### src/shared/dac_ctrl_regs.vh
// constants for the serial dac word receiver and power mode control
`ifndef DAC_CTRL_REGS_VH
`define DAC_CTRL_REGS_VH
`define WORD_BITS          16
`define CODE_BITS          12
`define CODE_LSB_POS       0
`define CODE_MSB_POS       11
`define WORD_BIT_12_POS    12
`define WORD_BIT_13_POS    13
`define BIT_COUNT_W        5
`define CODE_RESET         12'h000
`define MODE_NORMAL        2'h0
`define MODE_PD_1K         2'h1
`define MODE_PD_100K       2'h2
`define MODE_PD_HIZ        2'h3
`define SYNC_HIGH_MIN_NS   33
`define CLK_PERIOD_NS      100
`define SYNC_HIGH_MIN_CYC  ((`SYNC_HIGH_MIN_NS + `CLK_PERIOD_NS - 1) / `CLK_PERIOD_NS)
`endif

### src/rtl/pin_sync.v
// two-flop synchroniser for a group of input pins
module pin_sync #(
  parameter WIDTH = 3
) (
  input  wire             clk_sys,
  input  wire             nrst,
  input  wire [WIDTH-1:0] pin_in,
  output reg  [WIDTH-1:0] pin_out
);
  reg [WIDTH-1:0] stage1_reg;

  always @(posedge clk_sys) begin
    if (!nrst) begin
      stage1_reg <= {WIDTH{1'b1}};
      pin_out    <= {WIDTH{1'b1}};
    end else begin
      stage1_reg <= pin_in;
      pin_out    <= stage1_reg;
    end
  end
endmodule

### src/rtl/dac_serial_word_and_power_mode_ctrl.v
// serial word receiver, dac code register and power mode control
`include "dac_ctrl_regs.vh"
module dac_serial_word_and_power_mode_ctrl #(
  parameter WORD_BITS = `WORD_BITS,
  parameter CODE_BITS = `CODE_BITS
) (
  input  wire                 clk_sys,
  input  wire                 nrst,
  input  wire                 sclk,
  input  wire                 sync_n,
  input  wire                 din,
  output reg  [CODE_BITS-1:0] dac_code,
  output reg  [1:0]           power_mode,
  output reg                  amp_enable,
  output reg                  term_1k_en,
  output reg                  term_100k_en,
  output reg                  word_done,
  output reg                  word_abort
);
  localparam ST_IDLE = 3'b001;
  localparam ST_SHIFT = 3'b010;
  localparam ST_DONE = 3'b100;
  localparam integer LAST_COUNT = WORD_BITS - 1;

  wire [2:0] pins_s;
  wire       sclk_s;
  wire       sync_n_s;
  wire       din_s;

  reg  [2:0]             state_reg;
  reg  [2:0]             state_next;
  reg                    sclk_d_reg;
  reg                    sync_d_reg;
  reg  [WORD_BITS-1:0]   shift_reg;
  reg  [WORD_BITS-1:0]   shift_next;
  reg  [`BIT_COUNT_W-1:0] count_reg;
  reg  [`BIT_COUNT_W-1:0] count_next;
  reg  [CODE_BITS-1:0]   code_next;
  reg  [1:0]             mode_next;
  reg                    done_next;
  reg                    abort_next;

  // power stage switches for a mode: amplifier, 1k, 100k
  function [2:0] mode_enables;
    input [1:0] mode;
    begin
      mode_enables = {mode == `MODE_NORMAL, mode == `MODE_PD_1K, mode == `MODE_PD_100K};
    end
  endfunction

  // one serial bit into the shifter, msb first
  function [WORD_BITS-1:0] shift_in;
    input [WORD_BITS-1:0] word;
    input                 bit_in;
    begin
      shift_in = {word[WORD_BITS-2:0], bit_in};
    end
  endfunction

  // mode field of a received word
  function [1:0] mode_field;
    input [WORD_BITS-1:0] word;
    begin
      mode_field = {word[`WORD_BIT_13_POS], word[`WORD_BIT_12_POS]};
    end
  endfunction

  wire sclk_fall = sclk_d_reg & ~sclk_s;
  wire sync_fall = sync_d_reg & ~sync_n_s;
  wire sync_rise = ~sync_d_reg & sync_n_s;

  pin_sync #(
    .WIDTH(3)
  ) u_pin_sync (
    .clk_sys (clk_sys),
    .nrst    (nrst),
    .pin_in  ({sclk, sync_n, din}),
    .pin_out (pins_s)
  );

  assign sclk_s   = pins_s[2];
  assign sync_n_s = pins_s[1];
  assign din_s    = pins_s[0];

  // frame sequencing, shifting and counting
  always @* begin
    state_next = state_reg;
    shift_next = shift_reg;
    count_next = count_reg;
    done_next  = 1'b0;
    abort_next = 1'b0;
    case (state_reg)
      ST_IDLE: begin
        if (sync_fall) begin
          state_next = ST_SHIFT;
          shift_next = {WORD_BITS{1'b0}};
          count_next = {`BIT_COUNT_W{1'b0}};
        end
      end
      ST_SHIFT: begin
        if (sync_n_s) begin
          state_next = ST_IDLE;
          shift_next = {WORD_BITS{1'b0}};
          count_next = {`BIT_COUNT_W{1'b0}};
          abort_next = 1'b1;
        end else if (sclk_fall) begin
          shift_next = shift_in(shift_reg, din_s);
          count_next = count_reg + 1'b1;
          if (count_reg == LAST_COUNT) begin
            state_next = ST_DONE;
            done_next  = 1'b1;
          end
        end
      end
      ST_DONE: begin
        if (sync_n_s) begin
          state_next = ST_IDLE;
          shift_next = {WORD_BITS{1'b0}};
          count_next = {`BIT_COUNT_W{1'b0}};
        end
      end
      default: begin
        state_next = ST_IDLE;
        shift_next = {WORD_BITS{1'b0}};
        count_next = {`BIT_COUNT_W{1'b0}};
      end
    endcase
  end

  // word fields, applied only by an executed word
  always @* begin
    code_next = dac_code;
    mode_next = power_mode;
    if (done_next) begin
      code_next = shift_next[`CODE_MSB_POS:`CODE_LSB_POS];
      mode_next = mode_field(shift_next);
    end
  end

  // pin edge history
  always @(posedge clk_sys) begin
    if (!nrst) begin
      sclk_d_reg <= 1'b1;
      sync_d_reg <= 1'b1;
    end else begin
      sclk_d_reg <= sclk_s;
      sync_d_reg <= sync_n_s;
    end
  end

  // frame state, shifter and bit counter
  always @(posedge clk_sys) begin
    if (!nrst) begin
      state_reg <= ST_IDLE;
      shift_reg <= {WORD_BITS{1'b0}};
      count_reg <= {`BIT_COUNT_W{1'b0}};
    end else begin
      state_reg <= state_next;
      shift_reg <= shift_next;
      count_reg <= count_next;
    end
  end

  // held code and mode
  always @(posedge clk_sys) begin
    if (!nrst) begin
      dac_code   <= `CODE_RESET;
      power_mode <= `MODE_NORMAL;
    end else begin
      dac_code   <= code_next;
      power_mode <= mode_next;
    end
  end

  // output stage switches
  always @(posedge clk_sys) begin
    if (!nrst) begin
      {amp_enable, term_1k_en, term_100k_en} <= mode_enables(`MODE_NORMAL);
    end else begin
      {amp_enable, term_1k_en, term_100k_en} <= mode_enables(mode_next);
    end
  end

  // execution pulse
  always @(posedge clk_sys) begin
    if (!nrst) begin
      word_done <= 1'b0;
    end else begin
      word_done <= done_next;
    end
  end

  // abort pulse
  always @(posedge clk_sys) begin
    if (!nrst) begin
      word_abort <= 1'b0;
    end else begin
      word_abort <= abort_next;
    end
  end
endmodule

### config.mk
export PLATFORM = sky130hd
export DESIGN_NAME = dac_serial_word_and_power_mode_ctrl
export DESIGN_NICKNAME = d
export VERILOG_FILES = /design/src/rtl/pin_sync.v /design/src/rtl/dac_serial_word_and_power_mode_ctrl.v
export VERILOG_INCLUDE_DIRS = /design/src /design/src/shared
export SDC_FILE = /design/constraint.sdc
export NUM_CORES = 1
export LEC_CHECK = 0
export BUFFER_PORTS_ARGS = -buffer_cell sky130_fd_sc_hd__buf_4
export CORE_ASPECT_RATIO = 0.8
export CORE_MARGIN = 2
export CORE_UTILIZATION = 55
export DETAILED_ROUTE_END_ITERATION = 6
export PLACE_DENSITY = 0.77
export SYNTH_ARGS = -nofsm -noshare
export SYNTH_HDL_FRONTEND = slang
export SYNTH_HIERARCHICAL = 1
export SYNTH_SLANG_ARGS = --single-unit
### constraint.sdc
create_clock -name clk_sys -period 2.1 [get_ports clk_sys]
set_input_delay 0 -clock clk_sys [delete_from_list [all_inputs] [get_ports clk_sys]]
set_output_delay 0 -clock clk_sys [all_outputs]
set_load 0.01 [all_outputs]
## Yosys cells after proc, flatten, opt, wreduce, memory -nomap -nowiden

Cells that the tools add are included.

- Register bits: 49
- Input bits: 5
- Output and inout port bits: 19
- Word-level logic and storage cells: 55

- Add/subtract/negate cells: 1
- Equal/unequal tests: 10
- Muxes and demuxes: 22
- Bitwise gates (word level): 4
- Reduce and logical (&&, ||, !) cells: 4

Operator list:

| kind | count |
|---|---|
| 15-bit 2-to-1 mux | 4 |
| 15-bit one-hot mux with 3 select lines | 1 |
| 5-bit 2-to-1 mux | 4 |
| 3-bit 2-to-1 mux | 5 |
| 5-bit one-hot mux with 3 select lines | 1 |
| 3-bit one-hot mux with 3 select lines | 1 |
| 3-bit by 2-bit inequality test with 1-bit output, second input constant | 2 |
| 5-bit by 1-bit adder with 5-bit output, second input constant | 1 |
| 5-bit by 4-bit equality test with 1-bit output, second input constant | 1 |
| 1-bit 2-to-1 mux | 5 |
| 4-bit AND reduction | 1 |
| 3-bit by 1-bit equality test with 1-bit output, second input constant | 1 |
| 3-bit by 2-bit equality test with 1-bit output, second input constant | 1 |
| 3-bit equality test, second input constant | 1 |
| 3-bit AND reduction | 1 |
| 1-bit bitwise AND | 2 |
| 2-bit by 1-bit equality test with 1-bit output, second input constant | 1 |
| 2-bit equality test, second input constant | 1 |
| 2-bit logical NOT | 1 |
| 2-bit 2-to-1 mux | 1 |
| 2-bit by 1-bit inequality test with 1-bit output, second input constant | 1 |
| 2-bit inequality test, second input constant | 1 |
| 1-bit NOT | 2 |
| 2-bit AND reduction | 1 |

## Longest topological paths before layout

- Depth in word-level cells: 7
- Depth in mapped cells: 7
- Depth with buffers taken out: 6

## Cells and area by module

Netlist, hierarchy kept.

Modules (own cells, without submodules):

| module | times used | cells each | area an instance (um^2) | seq. area each (um^2) |
|---|---|---|---|---|
| dac_serial_word_and_power_mode_ctrl | 1 | 153 | 1644.1 | 840.8 |
| pin_sync | 1 | 12 | 157.7 | 120.1 |

## Worst setup path after synthesis

No wires, ideal clock.

- Kind: register -> register
- Start point: reg count_reg[0]
- End point: reg term_100k_en
- Setup time: 70 ps
- Arrival: 1632 ps
- Required time: 2030 ps
- Path slack: 398 ps
- Stages on the path, launching flop included: 8
- Path buffers: 1
- Period minus slack after synthesis: 1702 ps
- Cells stage by stage: dfxtp_1 > ha_1 > and3_1 > ha_1 > and3_4 > buf_6 > or3b_1 > a21oi_1

- Longest elaborated chain between the ends: 7

RTL lines:

| element | RTL line | text |
|---|---|---|
| start: declaration | dac_serial_word_and_power_mode_ctrl.v:36 | `` reg [`BIT_COUNT_W-1:0] count_reg; `` |
| start signal: assignment | dac_serial_word_and_power_mode_ctrl.v:156 | `` count_reg <= {`BIT_COUNT_W{1'b0}}; `` |
| start signal: assignment | dac_serial_word_and_power_mode_ctrl.v:160 | `count_reg <= count_next;` |
| 5-bit by 4-bit equality test with 1-bit output | dac_serial_word_and_power_mode_ctrl.v:109 | `if (count_reg == LAST_COUNT) begin` |
| 1-bit 2-to-1 mux | dac_serial_word_and_power_mode_ctrl.v:109 |  |
| 1-bit 2-to-1 mux | dac_serial_word_and_power_mode_ctrl.v:106 | `end else if (sclk_fall) begin` |
| 1-bit 2-to-1 mux | dac_serial_word_and_power_mode_ctrl.v:101 | `if (sync_n_s) begin` |
| 1-bit 2-to-1 mux | dac_serial_word_and_power_mode_ctrl.v:92 | `case (state_reg)` |
| 2-bit 2-to-1 mux | dac_serial_word_and_power_mode_ctrl.v:134 | `if (done_next) begin` |
| 2-bit equality test (no source line) | -- |  |
| end signal: assignment | dac_serial_word_and_power_mode_ctrl.v:178 | `` {amp_enable, term_1k_en, term_100k_en} <= mode_enables(`MODE_NORMAL); `` |
| end signal: assignment | dac_serial_word_and_power_mode_ctrl.v:180 | `{amp_enable, term_1k_en, term_100k_en} <= mode_enables(mode_next);` |
| end: declaration | dac_serial_word_and_power_mode_ctrl.v:16 | `output reg term_100k_en,` |

Every way passes these cells.
A chain may end at the register's enable or synchronous reset.

## Worst setup path in the final report

Ends and elaborated chain as after synthesis.

==> reports/results.ini <==
[status]
status = finished, final reports clean

[synth]
ys_seq_area_share_pct = 53.3
synth.area.top_cells = dfxtp_1 53%, mux2i_1 7.8%, a22o_1 6.3%, nor2b_1 5.6%, nand2b_1 3.5%
synthArstFlopShare_pct = 0
synth_top_area_share_pct = 53.3
syn_avg_cell_area_um2 = 10.9
synth_top_area_cell = dfxtp_1
synth_warnings = 6
ys_ff_latch = 48
synthCells = 165
syn_area_mm2 = 0.00180
synthDistinctLibCells = 34
synth_flop_cell = dfxtp_1
synth_edf_count = 0
synth_nets = 172

[drt]
drt_iter0_drc = 69
vias = 1268
drt-vias-per-instance = 5.42
drc = 0
wl_um = 3190
firstDrtPassIters = 4
drtAntennaViolNets = 0
wl_per_cell_um = 13.6

[clock_tree]
cts_made_buffers = 5
clk_latency_ps = 300
tritoncts = yes
cts_resized = 0
cts_root_buf = clkbuf_8
clock-sinks = 48
clockBufferDepth = 2
ctsHtreeMaxLevel = 2
clkTransAtPathRegs_ps = 90

[critical_path]
cpPeakStageDelay_ps = 380
cp-end-kind = flop
crit_type = reg2reg
critPathMostFrequentCell = ha_1
path_max_fanout = 20
path_cells = ha_1 -> and3_1 -> ha_1 -> and3_4 -> or3b_1 -> a21oi_1
cp_data_arrival_time_ps = 2070
required_ps = 2340
cp-start-kind = flop
crit_slowest_cell = or3b_1

[pwr]
powerDensity_mw_per_mm2 = 789
p_leak_nw = 0.822
ir_worst_vdd_mv = 0.528

[global_routing]
grt_pass1_vias = 1234
grt_use_total_pct = 19.4
grt_pass1_wl_um = 5280
grt_overflow = 0
antenna_found_initial = 0
grt_max_degree = 31

[placed_design]
placed_area_mm2 = 0.00199
dp.final_hpwl_um = 2150
finalWeightedCongestion = 0.779
io_buffers = 23

[finish]
largest_register_ffs = 13
drive_gt1_share_pct = 19.6
diodes = 0
design_area_mm2 = 0.00215
areaGrowthSynthToFinish_pct = 19.3
fin_nets = 200

[sta]
fin_crit_sh_pct = 87.5
period_minus_slack_ps = 1840
tns_ps = 0
setup_viol = 0
drv_slew = 0
fmaxAchievable_mhz = 544
finClkSkew_ps = 6.88
timing_hold_violations_final = 0
worstMarginPinSlew_ps = 832
relSlewSlack_pct = 44.5
rsz0062_at_grt = no

[floorplanning]
dieArea_mm2 = 0.00375
initial_core_util_pct = 58.0
io_pins = 24
rows = 18
die_w_um = 68.0
die_h_um = 55.2
coreArea_mm2 = 0.00311

[worst_hold_path]
min_path_type = in2reg

[run]
cap_violations = 0

cell type report:
type	count	area, µm²
multi-input cells	107	783
clock inverters	1	30.0
inverters	3	11.3
flip-flops and latches	48	961
fillers	235	958
well taps	40	50.0
repair buffers	28	218
clock buffers	7	96.3
cell usage after synthesis (all sizes together) (2+ instances only):
cell,number
nor2,7
ha,2
o21ai,6
or3b,2
nor3,2
mux2i,14
a21oi,6
and3,7
nand2,6
inv,3
dfxtp,48
nand3b,2
a31oi,2
nor2b,16
a22o,13
nand2b,10
clkbuf,3
buf,4
final timing paths:
kind                                            start                                  end  slack [ps]  cells after the start
hold / removal                                   nrst  u_pin_sync/stage1_reg[1]$_SDFF_PN1_          30                      2
setup reg to reg            count_reg[0]$_SDFFE_PN0P_              term_100k_en$_SDFF_PN0_         260                      6
setup / recovery            count_reg[0]$_SDFFE_PN0P_              term_100k_en$_SDFF_PN0_         260                      6
hold reg to reg   u_pin_sync/stage1_reg[1]$_SDFF_PN1_     u_pin_sync/pin_out[1]$_SDFF_PN1_         420                      1
timing repair:
action                     CTS  global route
setup endpoints to repair    0             0
hold buffers                 3             0
setup buffers                0             0
hold endpoints to repair     3             0
critical path, delay by kind of cell (launching register included):
kind	cells	cell delay, ps
flops	1	350
fa+ha+maj	2	440
compound gates	1	140
simple gates	3	840
power by group:
group,switching (mW),total [mW],internal [mW],leakage (nW)
combinational,0.0302,0.0571,0.0269,0.369
clock,0.294,0.714,0.420,0.0645
sequential,0.00680,0.924,0.917,0.388
total,0.331,1.70,1.36,0.822
logic make-up after synthesis:
logic type,synth area share (%)
simple gates,20.4
flops,53.3
compound gates,13.9
buf+inv,3.19
mux,7.78
fa+ha+maj,1.39
per-layer routing:
layer	routed length [µm]	part of all wire (%)	global-route usage (%)
met4	41	1.3	11.0
met1	1510	47	23.6
met5	0	0	0
met2	1460	46	31.4
met3	176	5.5	5.47
per-stage QoR:
stage | total power [mW] | setup slack, ps | hold slack [ps] | instances | utilization, %
6_report | 1.70 | 262 | 26.7 | 234 | 69.2
5_1_grt | 1.74 | 125 | 34.4 | 234 | 69.2
4_1_cts | 1.71 | 272 | 27.3 | 234 | 69.2
3_5_place_dp | 0.999 | 299 | 187 | 223 | 64.1
3_3_place_gp | 0.997 | 334 | 181 | 223 | 64.1
2_1_floorplan | 0.983 | 398 | 73.0 | 165 | -
cell usage in the layout (no fill, tap or decap):
cell	synthesis	layout
nand2b_1	10	10
nor3b_2	1	1
and3_4	1	1
o21ai_0	3	3
or2_2	1	1
nor3_1	2	2
a21oi_1	6	6
o221a_1	1	1
dfxtp_1	48	48
dlygate4sd3_1	0	3
a311o_1	1	1
o32ai_2	1	1
bufinv_16	0	1
nor2_1	7	7
or4b_1	1	1
a22o_1	13	13
clkbuf_8	0	7
o21ai_1	3	3
nand4_1	1	1
o311ai_1	1	1
and2_1	1	1
nor4b_4	1	1
inv_1	3	3
mux2i_1	14	14
a31o_1	1	1
buf_4	1	25
a2bb2oi_1	1	1
nor2b_1	16	16
ha_1	2	2
or3b_1	2	2
nand2_1	6	6
and3_1	6	6
nand3b_1	2	2
a31oi_1	2	2
No activity file was read; power rests on OpenSTA's default activity.
